<file path="config.mk">
export PLATFORM = sky130hd
export DESIGN_NAME = adc_input_ref_clock_select
export DESIGN_NICKNAME = d
export VERILOG_FILES = /design/src/rtl/adc_cfg_pkg.sv /design/src/rtl/adc_input_ref_clock_select.sv
export SDC_FILE = /design/constraint.sdc
export NUM_CORES = 1
export LEC_CHECK = 0
export BUFFER_PORTS_ARGS = -buffer_cell sky130_fd_sc_hd__buf_2
export CORE_ASPECT_RATIO = 0.9
export CORE_UTILIZATION = 46
export DETAILED_ROUTE_END_ITERATION = 12
export PLACE_DENSITY = 0.74
export SKIP_CTS_REPAIR_TIMING = 1
export SYNTH_ARGS = -nofsm -noshare
export SYNTH_HDL_FRONTEND = slang
export SYNTH_SLANG_ARGS = --single-unit
</file>
<file path="constraint.sdc">
create_clock -name clock_i -period 2.5 [get_ports clock_i]
set_clock_uncertainty 0.2 [all_clocks]
set_input_delay 0.375 -clock clock_i [delete_from_list [all_inputs] [get_ports clock_i]]
set_output_delay 0.375 -clock clock_i [all_outputs]
set_load 0.01 [all_outputs]
</file>
<file path="src/rtl/adc_cfg_pkg.sv">
package adc_cfg_pkg;

  // ==========================================================
  // register map
  localparam logic [1:0] ADDR_INPUT_REF_CLOCK_CFG = 2'h0;
  localparam logic [1:0] ADDR_CHANNEL_SELECT      = 2'h1;
  localparam int unsigned ADDR_W = 2;
  localparam int unsigned DATA_W = 8;

  localparam logic [7:0] CFG_RESET     = 8'h00;
  localparam logic [4:0] CHANNEL_RESET = 5'h0_0;

  // ==========================================================
  // field positions in adc_input_ref_clock_cfg and the channel select register
  localparam int unsigned INSRC_LSB = 5;
  localparam int unsigned INSRC_MSB = 7;
  localparam int unsigned REFSEL_LSB = 3;
  localparam int unsigned REFSEL_MSB = 4;
  localparam int unsigned CKDIV_LSB = 0;
  localparam int unsigned CKDIV_MSB = 2;
  localparam int unsigned CHAN_MSB = 4;

  // ==========================================================
  // encodings
  localparam logic [2:0] INSRC_EXT0     = 3'h0;
  localparam logic [2:0] INSRC_BANDGAP  = 3'h1;
  localparam logic [2:0] INSRC_RSV_LO   = 3'h2;
  localparam logic [2:0] INSRC_RSV_HI   = 3'h4;
  localparam logic [1:0] REFSEL_SUPPLY  = 2'h1;
  localparam logic [4:0] CHAN_LAST      = 5'h1_7;
  localparam int unsigned CHAN_COUNT    = 24;
  localparam int unsigned DIV_MAX_W     = 7;

  typedef enum {
    SRC_EXTERNAL,
    SRC_BANDGAP,
    SRC_GROUND
  } input_route_t;

  typedef struct packed {
    logic [ADDR_W-1:0] addr;
    logic [DATA_W-1:0] wdata;
    logic              wr;
    logic              rd;
  } reg_req_t;

  typedef struct packed {
    logic                  route_ext;
    logic                  route_bandgap;
    logic                  route_ground;
    logic                  ref_from_supply;
    logic                  ref_from_pin;
    logic                  channel_valid;
    logic [CHAN_COUNT-1:0] channel_onehot;
  } analog_ctrl_t;

endpackage

</file>
<file path="src/rtl/adc_input_ref_clock_select.sv">
`timescale 1ns/1ps
`default_nettype none

// Operation
// RULE1 - input codes 000 and 101..111 route the selected external channel
// RULE2 - input code 001 routes the internal bandgap voltage to the converter
// RULE3 - input codes 010..100 are reserved and ground the converter input
// RULE4 - software picks channel 11000..11111 whenever bandgap input is used
// RULE5 - reference code 01 picks analog supply; 00 or 1x picks the pin
// RULE6 - software keeps reference pin function off when supply is reference
// RULE7 - conversion clock is system clock divided by two to the field value
// RULE8 - channel codes 00000..10111 connect analog channels 0 to 23
// RULE9 - channel codes 11000..11111 leave the external input floating
// RULE10 - channel register bits 7..5 ignore writes and read as zero
// RULE11 - software keeps conversion clock period within 0.5 to 10 us
// RULE12 - all fields clear on reset and are readable and writable
module adc_input_ref_clock_select (
  input  wire logic                      clock_i,
  input  wire logic                      srst_i,
  input  wire adc_cfg_pkg::reg_req_t     req_i,
  output var  logic [7:0]                rdata_o,
  output var  adc_cfg_pkg::analog_ctrl_t ctrl_o,
  output var  logic                      conv_clk_o
);
  import adc_cfg_pkg::*;

  // ==========================================================
  // local constants
  localparam logic [2:0]           CKDIV_UNDIV  = 3'h0;
  localparam logic [2:0]           CKDIV_STEP   = 3'h1;
  localparam logic [7:0]           RDATA_IDLE   = 8'h00;
  localparam logic [2:0]           CHAN_PAD     = 3'h0;
  localparam logic [7:0]           MASK_ONE     = 8'h01;
  localparam logic [DIV_MAX_W-1:0] DIV_ALL_ONES = '1;
  localparam logic [DIV_MAX_W-1:0] DIV_STEP     = 7'h01;
  // reset values of the packed configuration fields
  localparam logic [2:0] INSRC_RESET  = CFG_RESET[INSRC_MSB:INSRC_LSB];
  localparam logic [1:0] REFSEL_RESET = CFG_RESET[REFSEL_MSB:REFSEL_LSB];
  localparam logic [2:0] CKDIV_RESET  = CFG_RESET[CKDIV_MSB:CKDIV_LSB];
  localparam analog_ctrl_t CTRL_RESET = '0;

  // ==========================================================
  // request fields; the slave never stalls, so there is no ready
  wire logic [ADDR_W-1:0] req_addr;
  wire logic [DATA_W-1:0] req_wdata;
  wire logic              req_wr;
  wire logic              req_rd;

  assign req_addr  = req_i.addr;
  assign req_wdata = req_i.wdata;
  assign req_wr    = req_i.wr;
  assign req_rd    = req_i.rd;

  // ==========================================================
  // bus decode
  wire logic addr_cfg;
  wire logic addr_chan;
  wire logic wr_cfg;
  wire logic wr_chan;

  assign addr_cfg  = (req_addr == ADDR_INPUT_REF_CLOCK_CFG);
  assign addr_chan = (req_addr == ADDR_CHANNEL_SELECT);
  assign wr_cfg    = req_wr && addr_cfg;
  assign wr_chan   = req_wr && addr_chan;

  // ==========================================================
  // register file state
  logic [2:0]           insrc_reg;
  logic [2:0]           insrc_next;
  logic [1:0]           refsel_reg;
  logic [1:0]           refsel_next;
  logic [2:0]           ckdiv_reg;
  logic [2:0]           ckdiv_next;
  logic [4:0]           chan_reg;
  logic [4:0]           chan_next;
  logic [7:0]           rdata_reg;
  logic [7:0]           rdata_next;
  logic [DIV_MAX_W-1:0] div_cnt_reg;
  logic [DIV_MAX_W-1:0] div_cnt_next;
  logic                 conv_clk_reg;
  logic                 conv_clk_next;
  analog_ctrl_t         ctrl_reg;
  analog_ctrl_t         ctrl_next;

  // ==========================================================
  // write path: a field keeps its value unless written
  // writes to unmapped indexes change nothing
  assign insrc_next  = wr_cfg ? req_wdata[INSRC_MSB:INSRC_LSB]
                              : insrc_reg; // RULE12
  assign refsel_next = wr_cfg ? req_wdata[REFSEL_MSB:REFSEL_LSB]
                              : refsel_reg; // RULE12
  assign ckdiv_next  = wr_cfg ? req_wdata[CKDIV_MSB:CKDIV_LSB]
                              : ckdiv_reg; // RULE12
  // upper channel register bits have no storage
  assign chan_next   = wr_chan ? req_wdata[CHAN_MSB:0]
                               : chan_reg; // RULE10

  // ==========================================================
  // configuration registers
  always_ff @(posedge clock_i) begin
    if (srst_i) begin
      insrc_reg <= INSRC_RESET; // RULE12
    end else begin
      insrc_reg <= insrc_next;
    end
  end

  always_ff @(posedge clock_i) begin
    if (srst_i) begin
      refsel_reg <= REFSEL_RESET; // RULE12
    end else begin
      refsel_reg <= refsel_next;
    end
  end

  always_ff @(posedge clock_i) begin
    if (srst_i) begin
      ckdiv_reg <= CKDIV_RESET; // RULE12
    end else begin
      ckdiv_reg <= ckdiv_next;
    end
  end

  always_ff @(posedge clock_i) begin
    if (srst_i) begin
      chan_reg <= CHANNEL_RESET; // RULE12
    end else begin
      chan_reg <= chan_next;
    end
  end

  // ==========================================================
  // read path: unmapped indexes read as zero
  wire logic [7:0] cfg_view;
  wire logic [7:0] chan_view;
  wire logic [7:0] rd_mux;

  assign cfg_view   = {insrc_reg, refsel_reg, ckdiv_reg}; // RULE12
  assign chan_view  = {CHAN_PAD, chan_reg}; // RULE10
  assign rd_mux     = addr_cfg  ? cfg_view  :
                      addr_chan ? chan_view :
                      RDATA_IDLE;
  assign rdata_next = req_rd ? rd_mux : RDATA_IDLE;

  // ==========================================================
  // read data register: stands one cycle after the read strobe
  always_ff @(posedge clock_i) begin
    if (srst_i) begin
      rdata_reg <= RDATA_IDLE;
    end else begin
      rdata_reg <= rdata_next;
    end
  end

  assign rdata_o = rdata_reg;

  // ==========================================================
  // input routing: reserved codes fall through to ground
  wire logic    src_bandgap;
  wire logic    src_reserved;
  wire logic    src_external;
  input_route_t route;

  assign src_bandgap  = (insrc_reg == INSRC_BANDGAP); // RULE2
  assign src_reserved = (insrc_reg >= INSRC_RSV_LO) &&
                        (insrc_reg <= INSRC_RSV_HI); // RULE3
  assign src_external = !src_bandgap && !src_reserved; // RULE1

  always_comb begin
    route = SRC_GROUND;
    if (src_bandgap) begin
      route = SRC_BANDGAP; // RULE2
    end else if (src_external) begin
      route = SRC_EXTERNAL; // RULE1
    end
  end

  // ==========================================================
  // reference choice
  wire logic ref_supply;
  wire logic ref_pin;

  assign ref_supply = (refsel_reg == REFSEL_SUPPLY); // RULE5
  assign ref_pin    = !ref_supply; // RULE5

  // ==========================================================
  // channel decode
  // codes past the last channel match no cell: input floats
  wire logic [CHAN_COUNT-1:0] chan_hit;
  wire logic                  chan_exists;

  for (genvar g = 0; g < CHAN_COUNT; g++) begin : g_chan
    adc_chan_match #(
      .CODE (5'(g))
    ) u_match (
      .code_i (chan_reg),
      .hit_o  (chan_hit[g])
    ); // RULE8
  end

  assign chan_exists = (chan_reg <= CHAN_LAST); // RULE9

  // ==========================================================
  // analog control word
  always_comb begin
    ctrl_next = CTRL_RESET;
    case (route)
      SRC_EXTERNAL: begin
        ctrl_next.route_ext = 1'b1; // RULE1
      end
      SRC_BANDGAP: begin
        ctrl_next.route_bandgap = 1'b1; // RULE2
      end
      SRC_GROUND: begin
        ctrl_next.route_ground = 1'b1; // RULE3
      end
      default: begin
        ctrl_next.route_ground = 1'b1;
      end
    endcase
    ctrl_next.ref_from_supply = ref_supply; // RULE5
    ctrl_next.ref_from_pin    = ref_pin; // RULE5
    ctrl_next.channel_valid   = chan_exists; // RULE9
    ctrl_next.channel_onehot  = chan_hit; // RULE8
  end

  // ==========================================================
  // control register
  // control outputs change one cycle after a register does
  always_ff @(posedge clock_i) begin
    if (srst_i) begin
      ctrl_reg <= CTRL_RESET;
    end else begin
      ctrl_reg <= ctrl_next;
    end
  end

  assign ctrl_o = ctrl_reg;

  // ==========================================================
  // conversion clock divider
  // half period is two to the code less one cycles
  // counter free runs: a code change does not restart phase
  wire logic                 clk_undivided;
  wire logic                 div_active;
  wire logic [2:0]           div_shift;
  wire logic [7:0]           div_span;
  wire logic [DIV_MAX_W-1:0] div_mask;
  wire logic                 div_wrap;

  assign clk_undivided = (ckdiv_reg == CKDIV_UNDIV); // RULE7
  assign div_active    = !clk_undivided;
  assign div_shift     = ckdiv_reg - CKDIV_STEP;
  assign div_span      = (MASK_ONE << div_shift) - MASK_ONE;
  assign div_mask      = div_span[DIV_MAX_W-1:0];
  assign div_wrap      = ((div_cnt_reg | ~div_mask) == DIV_ALL_ONES);
  assign div_cnt_next  = div_cnt_reg + DIV_STEP;
  assign conv_clk_next = (div_active && div_wrap)
                         ? ~conv_clk_reg : conv_clk_reg; // RULE7

  // ==========================================================
  // divider registers
  always_ff @(posedge clock_i) begin
    if (srst_i) begin
      div_cnt_reg <= '0;
    end else begin
      div_cnt_reg <= div_cnt_next;
    end
  end

  always_ff @(posedge clock_i) begin
    if (srst_i) begin
      conv_clk_reg <= 1'b0;
    end else begin
      conv_clk_reg <= conv_clk_next;
    end
  end

  // ==========================================================
  // clock output: code 000 passes the system clock itself
  assign conv_clk_o = clk_undivided ? clock_i : conv_clk_reg; // RULE7

endmodule // adc_input_ref_clock_select

// ==========================================================
// channel match cell
module adc_chan_match #(
  parameter int unsigned       CODE_W = 5,
  parameter logic [CODE_W-1:0] CODE   = 5'h00
) (
  input  wire logic [CODE_W-1:0] code_i,
  output var  logic              hit_o
);

  wire logic code_equal;

  assign code_equal = (code_i == CODE);
  assign hit_o      = code_equal;

endmodule // adc_chan_match

`default_nettype wire

</file>
Word level (Yosys, flattened, before mapping)
Cells that the tools add are included.

cells by class
  add/sub/neg operators = 3
  magnitude comparators = 3
  equality and inequality tests = 28
  shifts and indexed selects = 1
  multiplexer cells = 8
  bitwise gates (word level) = 4
  reductions and logical operators = 15

operators with widths
  operator                                                                number
  5-bit by 4-bit equality test with 1-bit output, second input constant   8
  5-bit equality test, second input constant                              8
  32-bit by 1-bit equality test with 1-bit output, second input constant  1
  32-bit zero test                                                        1
  5-bit by 3-bit equality test with 1-bit output, second input constant   4
  5-bit by 2-bit equality test with 1-bit output, second input constant   2
  8-bit 2-to-1 mux                                                        1
  7-bit by 1-bit adder with 7-bit output, second input constant           1
  7-bit equality test, second input constant                              1
  7-bit inverter                                                          1
  7-bit OR                                                                1
  1-bit by 3-bit << shifter with 7-bit output, first input constant       1
  7-bit by 1-bit subtractor with 7-bit output, second input constant      1
  5-bit by 1-bit equality test with 1-bit output, second input constant   1
  5-bit <= comparator, second input constant                              1
  1-bit logical AND                                                       5
  5-bit zero test                                                         1
  5-bit 2-to-1 mux                                                        1
  2-bit by 1-bit equality test with 1-bit output, second input constant   2
  1-bit zero test                                                         4
  1-bit 2-to-1 mux                                                        4
  2-bit 2-to-1 mux                                                        2
  2-bit OR reduction                                                      2
  3-bit by 1-bit equality test with 1-bit output, second input constant   1
  6 further kinds                                                         7

word-level totals
  flip-flop bits (word level) = 59
  bits of input ports = 14

Logic depth before layout (Yosys ltp)
Gate-level depths: netlist (run 1).

  depth after elaboration = 9
  depth in mapped cells = 8
  mapped depth without buffers = 8

By module
A second synthesis (run 1) with hierarchy kept.

unflattened totals
  cells, all modules = 240
  area, all modules = 2,362.3 um^2

by module, submodules not included
  module                                    instances  cells an instance  area an instance (um^2)  sequential area each (um^2)
  adc_input_ref_clock_select                1          192                2,011.9                  1,181.1
  adc_chan_match at g_chan[11].u_match ...  8          2                  12.5                     0.0
  adc_chan_match at g_chan[12].u_match ...  5          2                  16.3                     0.0
  adc_chan_match at g_chan[10].u_match ...  5          2                  13.8                     0.0
  adc_chan_match at g_chan[16].u_match ...  3          2                  18.8                     0.0
  adc_chan_match at g_chan[23].u_match      1          2                  17.5                     0.0
  adc_chan_match at g_chan[19].u_match      1          2                  15.0                     0.0
  adc_chan_match at g_chan[0].u_match       1          2                  11.3                     0.0

==> results of run 1 <==
[cells in the mapped netlist (2+ instances only)]
cell	number	area (um^2)
dfxtp_1	59	1181
nor2_1	50	187.7
mux2i_1	18	180.2
clkbuf_1	7	26.28
nand2b_1	7	43.79
nor3_1	7	35.03
o21ai_0	5	25.02
a21oi_1	4	20.02
inv_1	4	15.01
nand3_1	4	20.02
xnor2_1	4	35.03
and2_1	3	18.77
nand2_1	3	11.26
and3_1	2	12.51
buf_2	2	10.01
ha_1	2	25.02
mux2_2	2	22.52
nor3b_1	2	15.01
or3b_2	2	17.52
xor2_1	2	17.52
[how the worst min path moves through the flow]
| stage | start | end | slack, ns | depth (start not counted) |
|---|---|---|---|---|
| detailed placement | refsel_reg[1]$_SDFFE_PP0P_ | ctrl_o[26]$_SDFF_PP0_ | 0.28 | 1 |
| global route | req_i[2] | chan_reg[0]$_SDFFE_PP0P_ | 0.0007 | 3 |
| floorplan | refsel_reg[1]$_SDFFE_PP0P_ | ctrl_o[26]$_SDFF_PP0_ | 0.22 | 1 |
| CTS | req_i[9] | insrc_reg[2]$_SDFFE_PP0P_ | -0.04 | 3 |
| global placement | div_cnt_reg[0]$_SDFF_PP0_ | div_cnt_reg[0]$_SDFF_PP0_ | 0.27 | 1 |
| finish | req_i[9] | insrc_reg[2]$_SDFFE_PP0P_ | -0.02 | 3 |
[stage by stage]
step	total power, mW	setup WS, ns	util [%]	instance area, um^2	hold WS, ns
6_report	2.074	0.05278	63.07	2639	-0.01784
5_1_grt	2.157	0.02147	63.07	2639	0.0006610
4_1_cts	2.096	0.03707	62.05	2596	-0.04088
3_5_place_dp	1.132	0.1018	56.43	2361	0.2814
3_3_place_gp	1.129	0.1362	56.43	2361	0.2724
2_1_floorplan	1.086	0.09602	-	2064	0.2176
[power breakdown]
group,internal (mW),switching (mW),leakage [nW]
combinational,0.0489,0.0543,0.584
clock,0.604,0.388,0.129
sequential,0.961,0.0181,0.479
total,1.61,0.460,1.19
[kinds of logic after synthesis]
kind of cell    synth area share (%)
mux                            9.818
simple gates                   20.12
buf+inv                        3.697
xor+xnor                       2.545
fa+ha+maj                      1.212
compound gates                 5.394
flops                          57.21
[layout make-up]
cell class / instances / area share [%]
sequential: 59 / 44.76
multi-input combinational: 131 / 30.68
timing repair buffer: 58 / 12.04
clock buffer: 15 / 7.112
tap: 60 / 2.845
clock inverter: 5 / 1.991
inverter: 4 / 0.5690
[per-layer routing]
metal	routed length [um]	global-route usage, %	up-vias
li1	-	-	807
met1	1824	23.19	743
met2	1785	26.52	52
met3	281	9.202	10
met4	112	15.69	0
met5	0	0	-
[critical path: stages]
cell and delay (ns):
clkbuf_8 0.11, clkbuf_8 0.12, mux2_2 0.26, buf_2 0.14
==> run metrics, run 1 <==
status=complete, but fails checks; failing checks=hold timing; Crit. End Element=primary output; Main synth FF type=dfxtp_1; Max transition margin=63.45%; Non-Filler Instances=approximately 330; IO Port Bufs=52; full die area=0.004760 mm^2; number of global-route vias before repair=around 1400; Register Area=between 0.001 and 0.0015 mm^2; placed insts=309; die height=roughly 66 um; Avg Inst Size Synth=just over 10 um^2; Slew Limit Fails=0; Post-Syn Area=roughly 0.0021 mm^2; Post-route DRC=0; async set-or-reset flop fraction in the synthesized netlist=0%; CTS tree=built; DR pass1 iterations=4; post-synthesis sequential area ratio=57.21%; Largest register FFs=30; most common cell after layout, fill and taps aside=dfxtp_1; Hold Vio Cnt, Final=2; CP arrival=1.87 ns; synth warn=0; CP Data Required Time=1.92 ns; Reg2Reg Setup Slack=0.17 ns; Boundary Pins=between 50 and 60; Static Leak=roughly 1.2 nW; Via density=4.855; R2R Path End=conv_clk_reg$_SDFFE_PP0P_; Worst Setup EP=conv_clk_o; total vias in the final route=roughly 1600; Final setup violation count=0; setup TNS=0 ns; total global routing overflow=0; nets@finish=283; CP max FO=2; worst vdd ir=between 0.4 and 0.5 mV; GRT Total Usage=between 10% and 20%; Initial Utilization=49.34%; WL per Instance=12.06 um; Yosys cell types=36; ant diodes=0; Detail Route Antenna Nets=0; DRT Wirelength=roughly 4.0 mm; Final Wtd Congestion=a little over 0.8; EDFF count, synth=0; row cnt=22; startpoint types=clock port; FILL cells=358; RSZ-0062 raised after global routing=false; width of the die=roughly 73 um; Core Region=approximately 0.0042 mm^2; clock-pin transition on the worst setup and hold timing paths=~0.060 ns; largest net degree at the start of global routing=33; worst-skew pair later-pin latency=roughly 0.44 ns; Max Cap Violations=0; PD cells=785.8 mW/mm^2; syn nets=roughly 220; multi-input logic area=~810 um^2; Min Hold Slack=-0.01784 ns; initial antenna violation count=0; Area Overhead vs Synth=27.82%; Crit Path Class=clock port to primary output; Critical R2R Launch=ckdiv_reg[0]$_SDFFE_PP0P_; Synth Register Bits=between 50 and 60; first-pass GRT wire length=roughly 6.5 mm; worst min path class=input pin to flop; Slew @ Worst Pin=0.5482 ns; post-detail-place hpwl=roughly 2.7 mm; FF-to-FF path depth=8; Post-Synthesis Cells=205; Worst Setup SP=clock_i; Detailed Route Iter0 Violations=86; commonest non-fill, non-tap cells in the layout=dfxtp_1, buf_2, nor2_1; share of cells above drive strength 1=just over 30%
Note: power is estimated with default switching activity, not from simulation.
==> inputs of run 2 (changes only) <==
--- a/config.mk
+++ b/config.mk
@@ -7,9 +7,9 @@
 export LEC_CHECK = 0
 export BUFFER_PORTS_ARGS = -buffer_cell sky130_fd_sc_hd__buf_2
 export CORE_ASPECT_RATIO = 0.9
-export CORE_UTILIZATION = 46
+export CORE_UTILIZATION = 55
 export DETAILED_ROUTE_END_ITERATION = 12
-export PLACE_DENSITY = 0.74
+export PLACE_DENSITY = 0.82
 export SKIP_CTS_REPAIR_TIMING = 1
 export SYNTH_ARGS = -nofsm -noshare
 export SYNTH_HDL_FRONTEND = slang
==> constraint.sdc (replaced) <==
create_clock -name clock_i -period 3.1 [get_ports clock_i]
set_clock_uncertainty 0.2 [all_clocks]
set_input_delay 0.465 -clock clock_i [delete_from_list [all_inputs] [get_ports clock_i]]
set_output_delay 0.465 -clock clock_i [all_outputs]
set_load 0.01 [all_outputs]
==> run metrics, run 2 (synthesis gave the netlist of run 1 again) <==
post-detail-place hpwl=2.591 mm (was 2.732 mm); most common cell after layout, fill and taps aside=dfxtp_1 (unchanged); worst min path class=input pin to flop (unchanged); width of the die=66.58 um (was 72.62 um); Max Cap Violations=0 (unchanged); Area after DPL=0.002326 mm^2 (was 0.002361 mm^2); Slew @ Worst Pin=0.5494 ns (was 0.5482 ns); Boundary Pins=53 (unchanged); commonest non-fill, non-tap cells in the layout=dfxtp_1, buf_2, nor2_1 (unchanged); Worst Slack Setup Final=0.2718 ns (was 0.05278 ns); placed insts=291 (was 309); Largest register FFs=30 (unchanged); nets@finish=277 (was 283); Static Leak=1.174 nW (was 1.192 nW); initial antenna violation count=0 (unchanged); first-pass GRT wire length=6.085 mm (was 6.520 mm); full die area=0.004003 mm^2 (was 0.004760 mm^2); Final setup violation count=0 (unchanged); DRT Wirelength=3.868 mm (was 4.003 mm); Detailed Route Iter0 Violations=87 (was 86); Post-route DRC=0 (unchanged); worst-skew pair later-pin latency=0.43 ns (was 0.44 ns); row cnt=20 (was 22); Area Overhead vs Synth=24.97% (was 27.82%); Final Wtd Congestion=0.7365 (was 0.8121); sequential power share=46.2% (was 47.2%); CP arrival=2.16 ns (was 1.87 ns); CP Data Required Time=2.43 ns (was 1.92 ns); Hold Vio Cnt, Final=0 (was 2); total global routing overflow=0 (unchanged); number of global-route vias before repair=1400 (was 1424); status=finished, final reports clean (was complete, but fails checks); Min Hold Slack=0.06731 ns (was -0.01784 ns); WL per Instance=12.48 um (was 12.06 um); Combinational Power Share=4.5% (was 5.0%); RSZ-0062 raised after global routing=false (unchanged); PD cells=662.8 mW/mm^2 (was 785.8 mW/mm^2); Power Internal=1.341 mW (was 1.613 mW); Detail Route Antenna Nets=0 (unchanged); P_sw=0.3687 mW (was 0.4605 mW); setup TNS=0 ns (unchanged); clock-pin transition on the worst setup and hold timing paths=0.06 ns (about the same); Crit Path Class=clock port to primary output (unchanged); Max transition margin=63.38% (was 63.45%); Slew Limit Fails=0 (unchanged); Non-Filler Instances=310 (was 332); Via density=4.971 (was 4.855); largest net degree at the start of global routing=33 (unchanged); Setup WS pre-CTS=0.5166 ns (was 0.1018 ns); sw frac=21.56% (was 22.21%); total vias in the final route=1541 (was 1612); GRT Total Usage=22.34% (was 19.49%); startpoint types=clock port (unchanged); Crit. End Element=primary output (unchanged); ant diodes=0 (unchanged); worst vdd ir=0.4668 mV (was 0.4092 mV); CTS tree=built (unchanged); share of cells above drive strength 1=30.45% (was 30.51%); IO Port Bufs=52 (unchanged); DR pass1 iterations=4 (unchanged); Clock power frac=49.3% (was 47.8%); Initial Utilization=59.35% (was 49.34%); CP max FO=2 (unchanged); die height=60.12 um (was 65.56 um); Core Region=0.003478 mm^2 (was 0.004184 mm^2); fin area=0.002580 mm^2 (was 0.002639 mm^2)
run 2: routing by layer:
metal / share of wire [%] / track usage (%) / vias up
met5: 0 / 0 / -
met4: 2.5 / 17.33 / 0
met3: 6.5 / 12.79 / 11
met2: 44 / 31.17 / 47
met1: 47 / 24.88 / 693
li1: - / - / 790
run 2: path summary, 6_finish.rpt:
path,start,end,slack (ns),depth (start not counted)
worst min-delay path,req_i[8],insrc_reg[1]$_SDFFE_PP0P_,0.07,3
worst min register to register,refsel_reg[1]$_SDFFE_PP0P_,ctrl_o[26]$_SDFF_PP0_,0.28,1
worst max register to register,ckdiv_reg[0]$_SDFFE_PP0P_,conv_clk_reg$_SDFFE_PP0P_,0.50,8
worst max-delay path,clock_i,conv_clk_o,0.27,4
run 2: power by group through the flow:
stage                     Sequential, mW  Combinational (mW)  Clock (mW)
after global routing               0.792              0.0852       0.899
after floorplan                    0.803              0.0541      0.0185
after global placement             0.806              0.0748      0.0276
final                              0.790              0.0765       0.843
after CTS                          0.790              0.0764       0.861
after detailed placement           0.806              0.0758      0.0276
run 2: per-stage QoR:
| stage | util [%] | power [mW] |
|---|---|---|
| floorplan | - | 0.8759 |
| global placement | 66.87 | 0.9084 |
| detailed placement | 66.87 | 0.9099 |
| CTS | 74.17 | 1.727 |
| global route | 74.17 | 1.777 |
| finish | 74.17 | 1.710 |
run 2: critical path, stage by stage:
cell	delay [ns]
clkbuf_8	0.11
clkbuf_8	0.12
mux2_2	0.25
buf_2	0.14
run 2: area by class of cell:
type	count	area, um^2
clock buffer	16	211.5
fill	240	898.4
tap	44	55.05
timing repair buffer	52	262.8
inverter	4	15.01
sequential	59	1181
clock inverter	4	47.55
multi-input combinational	131	807.0
